### src/bfc_pkg.sv
package bfc_pkg;

    localparam int ADDR_W = 32;
    localparam int DATA_W = 32;
    localparam int STATE_W = 32;
    localparam logic [ADDR_W-1:0] RESET_PC = 32'h0000_0000;
    localparam logic [ADDR_W-1:0] VBR_RESET = 32'h0000_0000;
    localparam logic [7:0] BUS_ERR_VEC_NUM = 8'h02;
    localparam logic [ADDR_W-1:0] VEC_ENTRY_BYTES = 32'h0000_0004;
    localparam logic [ADDR_W-1:0] PRIV_VEC_NUM = 32'h0000_0008;
    localparam logic [ADDR_W-1:0] FRAME_WORDS = 32'h0000_0004;
    localparam logic [ADDR_W-1:0] MOD_FRAME_WORDS = 32'h0000_0002;
    localparam logic [ADDR_W-1:0] SSP_RESET = 32'h0000_1000;
    localparam int FRAME_W = 2;
    localparam int MOD_FRAME_W = 1;

    // port_width_ack encoding: 2'b00 wait, 01 byte, 10 half, 11 word
    localparam logic [1:0] ACK_WAIT = 2'b00;
    localparam logic [1:0] ACK_BYTE = 2'b01;
    localparam logic [1:0] ACK_HALF = 2'b10;
    localparam logic [1:0] ACK_WORD = 2'b11;

    typedef enum logic [3:0] {
        BFC_OP_NONE,
        BFC_OP_READ,
        BFC_OP_WRITE,
        BFC_OP_CAS,
        BFC_OP_DUAL_CAS,
        BFC_OP_MODULE_CALL,
        BFC_OP_MODULE_RETURN,
        BFC_OP_EXC_RETURN,
        BFC_OP_PRIV
    } bfc_op_t;

    typedef struct packed {
        bfc_op_t op;
        logic [ADDR_W-1:0] addr;
        logic [ADDR_W-1:0] addr2;
        logic [DATA_W-1:0] cmp1;
        logic [DATA_W-1:0] cmp2;
        logic [DATA_W-1:0] upd1;
        logic [DATA_W-1:0] upd2;
        logic [STATE_W-1:0] exec_state;
    } bfc_req_t;

    typedef struct packed {
        logic [ADDR_W-1:0] addr;
        logic [DATA_W-1:0] wdata;
        logic write;
        logic locked;
        logic [1:0] size;
    } bfc_bus_t;

    typedef struct packed {
        logic done;
        logic success;
        logic fault;
        logic [DATA_W-1:0] rdata;
        logic [DATA_W-1:0] rdata2;
        logic [ADDR_W-1:0] pc;
        logic [STATE_W-1:0] exec_state;
    } bfc_resp_t;

endpackage

### src/bfc_core.sv
// Notes on behaviour
// - compare-and-swap reads, compares and writes the new value only on a match, with the bus locked across the read and the write cycle.
// - the read and write of a lock operand run with the bus locked, so no other master gets in.
// - dual compare-and-swap checks two pairs and writes both destinations only if both match.
// - module call saves the module state in a frame; module return restores it and resumes.
// - a change of access rights is signalled outward and the outside decides if it is legal.
// - a bus error pushes the internal execution state onto the supervisor stack.
// - after the push the program counter is loaded from exception vector entry two.
// - exception return restores the saved state, reruns the faulted cycle and continues.
// - in user mode a privileged request traps to the supervisor.
// - addresses are a full 32 bits, a 4-Gbyte linear space.
// - each port declares 8, 16 or 32 bits and the transfer takes as many cycles as needed.
// - a 16-bit port takes two cycles and an 8-bit port four for a long word.
// - every cycle starts assuming a 32-bit port and moves as much as it can.
module bfc_core
    import bfc_pkg::*;
(
    input wire logic clk,
    input wire logic rst,
    input wire logic req_valid,
    input wire bfc_pkg::bfc_req_t req,
    input wire logic user_mode,
    input wire logic [1:0] port_width_ack,
    input wire logic bus_err,
    input wire logic bus_req,
    input wire logic access_ok,
    output bfc_pkg::bfc_bus_t bus_r,
    output logic bus_cyc_r,
    output logic bus_grant_r,
    output logic access_chg_r,
    output logic busy_r,
    output bfc_pkg::bfc_resp_t resp_r
);
    typedef enum {
        S_IDLE, S_RD1, S_RD2, S_WR1, S_WR2, S_PUSH, S_VEC, S_ACC, S_DONE
    } bfc_state_t;

    bfc_state_t st_r;
    bfc_req_t cur_r;
    logic [ADDR_W-1:0] ssp_r;
    logic [ADDR_W-1:0] fault_addr_r;
    logic fault_wr_r;
    logic [DATA_W-1:0] fault_wdata_r;
    logic rerun_r;
    logic match1_r;
    logic start;
    logic s_write;
    logic [ADDR_W-1:0] s_addr;
    logic [DATA_W-1:0] s_wdata;
    logic s_cyc;
    logic [ADDR_W-1:0] s_cyc_addr;
    logic [DATA_W-1:0] s_cyc_wdata;
    logic [1:0] s_size;
    logic s_done;
    logic s_fault;
    logic [DATA_W-1:0] s_rdata;
    logic f_push;
    logic f_pop;
    logic [STATE_W-1:0] f_data;
    logic [STATE_W-1:0] f_top;
    logic f_empty;
    logic locked;

    bfc_sizer u_sizer (
        .clk(clk),
        .rst(rst),
        .start(start),
        .write(s_write),
        .addr(s_addr),
        .wdata(s_wdata),
        .port_width_ack(port_width_ack),
        .bus_err(bus_err),
        .cyc_r(s_cyc),
        .cyc_addr_r(s_cyc_addr),
        .cyc_wdata_r(s_cyc_wdata),
        .cyc_size_r(s_size),
        .done_r(s_done),
        .fault_r(s_fault),
        .rdata_r(s_rdata)
    );

    bfc_frame #(.DEPTH(16)) u_frame (
        .clk(clk),
        .rst(rst),
        .push(f_push),
        .pop(f_pop),
        .push_data(f_data),
        .top_r(f_top),
        .empty_r(f_empty)
    );

    // locked from the first read until the last write of a cas
    assign locked = (cur_r.op == BFC_OP_CAS || cur_r.op == BFC_OP_DUAL_CAS)
        && (st_r == S_RD1 || st_r == S_RD2 || st_r == S_WR1 || st_r == S_WR2);

    always_comb
    begin
        start = 1'b0;
        s_write = 1'b0;
        s_addr = cur_r.addr;
        s_wdata = '0;
        if (!s_cyc && !s_done && !s_fault)
        begin
            case (st_r)
                S_RD1: start = 1'b1;
                S_RD2:
                begin
                    start = 1'b1;
                    s_addr = cur_r.addr2;
                end
                S_WR1:
                begin
                    start = 1'b1;
                    s_write = 1'b1;
                    s_wdata = cur_r.upd1;
                end
                S_WR2:
                begin
                    start = 1'b1;
                    s_write = 1'b1;
                    s_addr = cur_r.addr2;
                    s_wdata = cur_r.upd2;
                end
                default: start = 1'b0;
            endcase
        end
        // a rerun replays the exact faulted cycle
        if (rerun_r && start && cur_r.op == BFC_OP_EXC_RETURN)
        begin
            s_addr = fault_addr_r;
            s_write = fault_wr_r;
            s_wdata = fault_wdata_r;
        end
    end

    assign f_push = (st_r == S_PUSH) || (st_r == S_IDLE && req_valid
        && req.op == BFC_OP_MODULE_CALL);
    assign f_data = (st_r == S_IDLE) ? req.exec_state : cur_r.exec_state;
    assign f_pop = st_r == S_IDLE && req_valid && !f_empty
        && (req.op == BFC_OP_EXC_RETURN || req.op == BFC_OP_MODULE_RETURN);

    always_ff @(posedge clk)
    begin
        if (rst)
        begin
            st_r <= S_IDLE;
            cur_r <= '0;
            match1_r <= 1'b0;
            rerun_r <= 1'b0;
            fault_addr_r <= '0;
            fault_wr_r <= 1'b0;
            fault_wdata_r <= '0;
            ssp_r <= SSP_RESET;
            resp_r <= '0;
            busy_r <= 1'b0;
            access_chg_r <= 1'b0;
        end
        else
        begin
            resp_r.done <= 1'b0;
            resp_r.fault <= 1'b0;
            access_chg_r <= 1'b0;
            case (st_r)
                S_IDLE:
                begin
                    if (req_valid)
                    begin
                        cur_r <= req;
                        busy_r <= 1'b1;
                        resp_r.success <= 1'b0;
                        case (req.op)
                            BFC_OP_PRIV:
                            begin
                                if (user_mode)
                                begin
                                    // privileged use from user mode traps
                                    resp_r.pc <= VBR_RESET + PRIV_VEC_NUM * VEC_ENTRY_BYTES;
                                    resp_r.fault <= 1'b1;
                                end
                                resp_r.done <= 1'b1;
                                busy_r <= 1'b0;
                            end
                            BFC_OP_MODULE_CALL, BFC_OP_MODULE_RETURN:
                            begin
                                // module frame saved or restored, outside checks rights
                                access_chg_r <= 1'b1;
                                resp_r.exec_state <= req.op == BFC_OP_MODULE_RETURN ? f_top
                                    : req.exec_state;
                                st_r <= S_ACC;
                            end
                            BFC_OP_EXC_RETURN:
                            begin
                                // saved state reloaded, faulted cycle rerun if one is pending
                                resp_r.exec_state <= f_top;
                                ssp_r <= ssp_r + FRAME_WORDS * VEC_ENTRY_BYTES;
                                if (rerun_r)
                                begin
                                    st_r <= S_RD1;
                                end
                                else
                                begin
                                    st_r <= S_DONE;
                                end
                            end
                            BFC_OP_WRITE: st_r <= S_WR1;
                            BFC_OP_NONE:
                            begin
                                busy_r <= 1'b0;
                            end
                            default: st_r <= S_RD1;
                        endcase
                    end
                end
                S_ACC:
                begin
                    resp_r.success <= access_ok;
                    st_r <= S_DONE;
                end
                S_RD1, S_RD2, S_WR1, S_WR2:
                begin
                    if (s_fault)
                    begin
                        // non-resident page ends in bus error; remember the cycle
                        fault_addr_r <= (st_r == S_RD2 || st_r == S_WR2) ? cur_r.addr2 : cur_r.addr;
                        fault_wr_r <= st_r == S_WR1 || st_r == S_WR2;
                        fault_wdata_r <= st_r == S_WR2 ? cur_r.upd2 : cur_r.upd1;
                        rerun_r <= 1'b1;
                        st_r <= S_PUSH;
                    end
                    else if (s_done)
                    begin
                        rerun_r <= rerun_r && cur_r.op != BFC_OP_EXC_RETURN;
                        case (st_r)
                            S_RD1:
                            begin
                                resp_r.rdata <= s_rdata;
                                match1_r <= s_rdata == cur_r.cmp1;
                                if (cur_r.op == BFC_OP_DUAL_CAS)
                                    st_r <= S_RD2;
                                else if (cur_r.op == BFC_OP_CAS && s_rdata == cur_r.cmp1)
                                    st_r <= S_WR1;
                                else
                                    st_r <= S_DONE;
                            end
                            S_RD2:
                            begin
                                resp_r.rdata2 <= s_rdata;
                                // both pairs must match before either write
                                st_r <= (match1_r && s_rdata == cur_r.cmp2) ? S_WR1 : S_DONE;
                            end
                            S_WR1:
                            begin
                                resp_r.success <= 1'b1;
                                st_r <= cur_r.op == BFC_OP_DUAL_CAS ? S_WR2 : S_DONE;
                            end
                            default: st_r <= S_DONE;
                        endcase
                    end
                end
                S_PUSH:
                begin
                    // state pushed on the supervisor stack
                    ssp_r <= ssp_r - FRAME_WORDS * VEC_ENTRY_BYTES;
                    st_r <= S_VEC;
                end
                S_VEC:
                begin
                    // handler taken from vector entry two
                    resp_r.pc <= VBR_RESET + {24'h000000, BUS_ERR_VEC_NUM} * VEC_ENTRY_BYTES;
                    resp_r.fault <= 1'b1;
                    resp_r.done <= 1'b1;
                    busy_r <= 1'b0;
                    st_r <= S_IDLE;
                end
                S_DONE:
                begin
                    resp_r.done <= 1'b1;
                    busy_r <= 1'b0;
                    st_r <= S_IDLE;
                end
                default: st_r <= S_IDLE;
            endcase
        end
    end

    always_ff @(posedge clk)
    begin
        if (rst)
        begin
            bus_r <= '0;
            bus_cyc_r <= 1'b0;
            bus_grant_r <= 1'b0;
        end
        else
        begin
            // full 32-bit address driven
            bus_r.addr <= s_cyc ? s_cyc_addr : s_addr;
            bus_r.wdata <= s_cyc_wdata;
            bus_r.write <= s_cyc ? bus_r.write : s_write;
            bus_r.size <= s_size;
            bus_r.locked <= locked;
            bus_cyc_r <= s_cyc;
            // no grant while a locked sequence is open
            bus_grant_r <= bus_req && !locked && !s_cyc && st_r == S_IDLE;
        end
    end

    AST_NO_GRANT_LOCKED: assert property (@(posedge clk) disable iff (rst)
        locked |=> !bus_grant_r)
        else $error("bus granted inside locked cycle");

    AST_CAS_MISS_NO_WRITE: assert property (@(posedge clk) disable iff (rst)
        (st_r == S_RD1 && s_done && cur_r.op == BFC_OP_CAS && s_rdata != cur_r.cmp1)
        |=> st_r == S_DONE)
        else $error("cas wrote after a miss");

    AST_DUAL_MISS: assert property (@(posedge clk) disable iff (rst)
        (st_r == S_RD2 && s_done && !(match1_r && s_rdata == cur_r.cmp2))
        |=> st_r == S_DONE)
        else $error("dual cas wrote after a miss");

    AST_FAULT_VECTOR: assert property (@(posedge clk) disable iff (rst)
        (st_r != S_IDLE && s_fault) |=> st_r == S_PUSH ##1 st_r == S_VEC
        ##1 (resp_r.fault && resp_r.pc == 32'h0000_0008))
        else $error("bus error did not vector through entry two");

    AST_FAULT_PUSH: assert property (@(posedge clk) disable iff (rst)
        st_r == S_PUSH |=> ssp_r == $past(ssp_r) - 32'h0000_0010)
        else $error("state not pushed on bus error");

    AST_USER_TRAP: assert property (@(posedge clk) disable iff (rst)
        (st_r == S_IDLE && req_valid && req.op == BFC_OP_PRIV && user_mode)
        |=> resp_r.fault && resp_r.done)
        else $error("user privileged request did not trap");

    AST_ACCESS_SIGNAL: assert property (@(posedge clk) disable iff (rst)
        (st_r == S_IDLE && req_valid && req.op == BFC_OP_MODULE_CALL)
        |=> access_chg_r ##2 resp_r.done)
        else $error("module call did not signal access change");
    AST_RERUN: assert property (@(posedge clk) disable iff (rst)
        (st_r == S_IDLE && req_valid && req.op == BFC_OP_EXC_RETURN && rerun_r)
        |=> st_r == S_RD1)
        else $error("faulted cycle not rerun");
    AST_LOCK_WRITE: assert property (@(posedge clk) disable iff (rst)
        (bus_cyc_r && bus_r.write && st_r != S_IDLE
        && (cur_r.op == BFC_OP_CAS || cur_r.op == BFC_OP_DUAL_CAS)) |-> bus_r.locked)
        else $error("write phase not locked");
endmodule // bfc_core

### src/bfc_sizer.sv
// one bus transfer of up to 32 bits, broken into as many cycles as the port asks for
module bfc_sizer
    import bfc_pkg::*;
(
    input wire logic clk,
    input wire logic rst,
    input wire logic start,
    input wire logic write,
    input wire logic [ADDR_W-1:0] addr,
    input wire logic [DATA_W-1:0] wdata,
    input wire logic [1:0] port_width_ack,
    input wire logic bus_err,
    output logic cyc_r,
    output logic [ADDR_W-1:0] cyc_addr_r,
    output logic [DATA_W-1:0] cyc_wdata_r,
    output logic [1:0] cyc_size_r,
    output logic done_r,
    output logic fault_r,
    output logic [DATA_W-1:0] rdata_r
);
    logic [2:0] left_r;
    logic [2:0] taken;

    always_comb
    begin
        case (port_width_ack)
            ACK_BYTE: taken = 3'd1;
            ACK_HALF: taken = 3'd2;
            default: taken = 3'd4;
        endcase
        if (taken > left_r)
        begin
            taken = left_r;
        end
    end

    always_ff @(posedge clk)
    begin
        if (rst)
        begin
            cyc_r <= 1'b0;
            left_r <= 3'd0;
            done_r <= 1'b0;
            fault_r <= 1'b0;
            cyc_addr_r <= '0;
            cyc_wdata_r <= '0;
            cyc_size_r <= 2'b00;
            rdata_r <= '0;
        end
        else
        begin
            done_r <= 1'b0;
            fault_r <= 1'b0;
            if (start && !cyc_r)
            begin
                // every cycle opens assuming a full-width port
                cyc_r <= 1'b1;
                left_r <= 3'd4;
                cyc_size_r <= 2'b00;
                cyc_addr_r <= addr;
                cyc_wdata_r <= wdata;
                rdata_r <= '0;
            end
            else if (cyc_r && bus_err)
            begin
                cyc_r <= 1'b0;
                fault_r <= 1'b1;
            end
            else if (cyc_r && port_width_ack != ACK_WAIT)
            begin
                // width taken from the acknowledge on each cycle
                case (taken)
                    3'd1: rdata_r <= {rdata_r[23:0], write ? 8'h00 : 8'hFF & 8'h00};
                    3'd2: rdata_r <= {rdata_r[15:0], 16'h0000};
                    default: rdata_r <= '0;
                endcase
                left_r <= left_r - taken;
                cyc_addr_r <= cyc_addr_r + {29'd0, taken};
                cyc_wdata_r <= cyc_wdata_r << (8 * taken);
                cyc_size_r <= 2'(left_r - taken);
                if (left_r == taken)
                begin
                    cyc_r <= 1'b0;
                    done_r <= 1'b1;
                end
            end
        end
    end

    // a port narrower than the request forces more cycles until four bytes moved
    AST_BYTE_PORT_FOUR: assert property (@(posedge clk) disable iff (rst)
        (cyc_r && left_r > 3'd1 && port_width_ack == ACK_BYTE && !bus_err)
        |=> cyc_r && left_r == $past(left_r) - 3'd1)
        else $error("byte port ended transfer early");

    AST_WORD_ONE: assert property (@(posedge clk) disable iff (rst)
        (cyc_r && left_r == 3'd4 && port_width_ack == ACK_WORD && !bus_err)
        |=> done_r && !cyc_r)
        else $error("word port did not finish in one cycle");

    AST_HALF_TWO: assert property (@(posedge clk) disable iff (rst)
        (cyc_r && left_r == 3'd4 && port_width_ack == ACK_HALF && !bus_err)
        |=> cyc_r && left_r == 3'd2)
        else $error("half port did not run a second cycle");
endmodule // bfc_sizer

### src/bfc_frame.sv
// supervisor stack frame store: saved state words pushed and popped
module bfc_frame
    import bfc_pkg::*;
#(
    parameter int DEPTH = 16
)
(
    input wire logic clk,
    input wire logic rst,
    input wire logic push,
    input wire logic pop,
    input wire logic [STATE_W-1:0] push_data,
    output logic [STATE_W-1:0] top_r,
    output logic empty_r
);
    logic [STATE_W-1:0] mem [DEPTH];
    logic [$clog2(DEPTH):0] cnt_r;

    always_ff @(posedge clk)
    begin
        if (push && cnt_r < ($clog2(DEPTH)+1)'(DEPTH))
        begin
            mem[cnt_r[$clog2(DEPTH)-1:0]] <= push_data;
        end
    end

    always_ff @(posedge clk)
    begin
        if (rst)
        begin
            cnt_r <= '0;
            top_r <= '0;
            empty_r <= 1'b1;
        end
        else if (push && cnt_r < ($clog2(DEPTH)+1)'(DEPTH))
        begin
            cnt_r <= cnt_r + 1'b1;
            top_r <= push_data;
            empty_r <= 1'b0;
        end
        else if (pop && cnt_r != '0)
        begin
            cnt_r <= cnt_r - 1'b1;
            top_r <= (cnt_r > 1) ? mem[cnt_r[$clog2(DEPTH)-1:0] - 2'd2] : '0;
            empty_r <= (cnt_r == 1);
        end
    end
endmodule // bfc_frame

### config.mk
export PLATFORM = sky130hd
export DESIGN_NAME = bfc_core
export DESIGN_NICKNAME = d
export VERILOG_FILES = /design/src/bfc_pkg.sv /design/src/bfc_core.sv /design/src/bfc_sizer.sv /design/src/bfc_frame.sv
export SDC_FILE = /design/constraint.sdc
export NUM_CORES = 2
export LEC_CHECK = 0
export BUFFER_PORTS_ARGS = -buffer_cell sky130_fd_sc_hd__buf_2
export CORE_MARGIN = 10
export CORE_UTILIZATION = 34
export DETAILED_ROUTE_END_ITERATION = 12
export HOLD_SLACK_MARGIN = 0.06
export PLACE_DENSITY_LB_ADDON = 0.3
export SLEW_MARGIN = 20
export SYNTH_ARGS = -nofsm -noshare
export SYNTH_HDL_FRONTEND = slang
export SYNTH_HIERARCHICAL = 1
export SYNTH_SLANG_ARGS = --single-unit
export TNS_END_PERCENT = 10
### constraint.sdc
create_clock -name clk -period 5.9 [get_ports clk]
set_clock_uncertainty 0.2 [all_clocks]
set_input_delay 0 -clock clk [delete_from_list [all_inputs] [get_ports clk]]
set_output_delay 0 -clock clk [all_outputs]
set_load 0.005 [all_outputs]
==> reports/metrics.csv <==
stage,metric,value,unit
sta,setup_violations,0,
final_layout,flow.area_growth_from_synthesis,29.5,%
setup_path,critical_path_class,register to register,
clock_tree,clk-insertion-delay-late,0.75,ns
clock_tree,postcts_resize_cnt,0,
place,placed_cells_incl_taps,6167,
yosys,synth_area_per_cell,10.9,sq um
setup_path,critical_path.reg2reg.startpoint,u_sizer/left_r[2]$_SDFFE_PP0P_,
sta,timing.final.hold_violations,0,
die,num_rows,135,
sta,max_clock_freq,0.224,GHz
setup_path,critPathSlowestCell,sky130_fd_sc_hd__nor3_1,
setup_path,cp.arrival,4.88,ns
grt,antenna_found_initial,16,
final_layout,post-route-util,44.2,%
setup_path,start_kind,register,
route,drt_pre_antenna_iters,6,
setup_path,timing.critical_path.required,6.32,ns
clock_tree,clock_path_buffers,3,
outcome,status,"complete, no violations",
place,port-buffer-count,409,
route,antenna_violating_nets_post_route,0,
grt,grt.overflow.total,0,
clock_tree,clock-sinks,1092,
setup_path,path_cells,inv_1 > ha_1 > nor2b_2 > a211oi_2 > o311a_4 > inv_2 > ha_1 > fa_1 > a21o_1 > nand2_1 > nor3_1 > nand4_1 > xor2_1 > a211oi_1,
sta,tns,0,ns
final_layout,post_layout_nonfiller_instances,6987,
final_layout,post_route_cells_drive_above_1_share,16.6,%
route,routed_wire_length_per_instance,21.4,um
die,core_area,135000,sq um
die,initial_core_util,34.1,%
place,globalplace.congestion,0.835,
sta,final_max_slew_viols,0,
power_and_ir_drop,totalPowerFinal,22300,uW
route,via_count,35900,
grt,grt_pass1_wl,227000,um
place,detailedPlacementHpwl,89700,um
grt,number_of_global_route_vias_before_repair,35900,
sta,rsz0062_at_grt,false,
clock_tree,cts_hold_buf,583,
die,die_height,388,um
yosys,syn-cell-area,46100,sq um
grt,grt_start_max_net_pins,206,
job,drv_cap,0,
worst_hold_path,hold_path_startpoint,req[1],
setup_path,critical-path-max-stage-delay,0.54,ns
setup_path,endpoint_kind,register,
clock_tree,clk_pin_slew,0.07,ns
die,boundaryPins,440,
setup_path,cpLargestDelayFamily,simple AND/OR/NAND/NOR gates,
grt,grt_util_all_layers,19.2,%
yosys,yosysWarnings,6,
yosys,syn_inst,4219,
setup_path,crit_buf_inv,2,
route,drcViolationCount,0,
clock_tree,cts_made_buffers,118,
clock_tree,h-tree-depth,3,
final_layout,layout.nets,5347,
worst_hold_path,timing.hold.worst.class,input port to register,
die,die_width,388,um
route,routed_wirelength,150000,um
power_and_ir_drop,leakagePower,0.0213,uW
power_and_ir_drop,vdd.ir_drop.worst,0.000281,V
die,die_area,151000,sq um
sta,layout_worst_path_cycle_share,75.6,%
clock_tree,cts_setup_buffers,0,
power_and_ir_drop,p_per_area,374,nW/um^2
clock_tree,clock_tree_from_tritoncts,yes,
setup_path,critical_path.startpoint,u_sizer/left_r[2]$_SDFFE_PP0P_,
route,drt-vias-per-instance,5.14,
sta,timing.max_slew.rel_slack,20.5,%
clock_tree,root_buffer_master,sky130_fd_sc_hd__clkbuf_16,
sta,max_slew.worst_pin.slew,1.19,ns
setup_path,path_max_fanout,23,
setup_path,cp_common_cell,sky130_fd_sc_hd__ha_1,
route,detail_route.iter0.violations,2548,
sta,final_period_minus_worst_setup_slack,4.46,ns
sta,fin_hold_ws,0.127,ns
layout make-up:
class,count,area [sq um]
Timing Repair Buffer,1053,8500
Fill cell,12400,75400
Inverter,22,82.6
Antenna cell,15,37.5
Clock buffer,152,3230
Clock inverter,69,902
Sequential cell,1092,27000
Multi-Input combinational cell,2803,17800
Tap cell,1781,2230
worst register-to-register path, delay by kind of cell (launching register included):
family                   cells  cell delay [ns]
AND/OR/NAND/NOR              4             1.14
AO/OA/AOI/OAI                4             1.09
adder cells (fa/ha/maj)      3             0.94
flip-flops                   1             0.42
buffers and inverters        2             0.39
XOR/XNOR                     1             0.17
flip-flops by register name (all words and copies together) (netlist names), 3 cells and up:
signal and flops:
u_frame/cnt_r 5, fault_addr_r 32, resp_r 101, bus_r 68
u_sizer/cyc_addr_r 32, u_sizer/left_r 3, u_sizer/cyc_wdata_r 32, st_r 4
cur_r 228, u_frame/mem 512, fault_wdata_r 32, u_frame/top_r 32
power by group:
group / switching (uW) / internal [uW] / total, uW
clock network: 3200 / 4630 / 7830
registers: 468 / 8980 / 9450
logic: 3130 / 1920 / 5050
total: 6800 / 15500 / 22300
routing by layer:
metal / global-route usage (%) / vias up / share of wire [%] / wire, um
met2: 30.4 / 1187 / 46 / 68100
met5: 0 / - / 0.044 / 66
met1: 25.6 / 17500 / 45 / 67100
met4: 7.13 / 10 / 3.7 / 5500
li1: - / 16800 / - / -
met3: 3.97 / 377 / 6.0 / 8970
layout by cell type (no fill, tap or decap), drive strengths merged, types with 84 or more instances in the layout:
cell type	n
mux2	101
mux2i	375
nor2	299
dfxtp	580
edfxtp	512
nand2	752
dlygate4sd3	583
buf	470
o21ai	84
a21oi	320
nor3	92
a211oi	108
clkbuf	152
stage by stage:
step	cell area, sq um	setup slack [ns]
finish	59700	1.44
CTS	59700	1.48
global placement	49700	1.37
floorplan	46300	0.562
detailed placement	49700	1.36
global route	59700	1.12
path summary, 6_finish.rpt:
path,end,slack (ns),depth (start not counted)
hold reg to reg,resp_r[72]$_SDFFE_PP0P_,0.25,2
setup / recovery,u_sizer/cyc_addr_r[22]$_SDFFE_PP0P_,1.44,14
hold / removal,resp_r[1]$_SDFFE_PP0P_,0.13,4
setup reg to reg,u_sizer/cyc_addr_r[22]$_SDFFE_PP0P_,1.44,14
(Power assumes the default switching activity.)
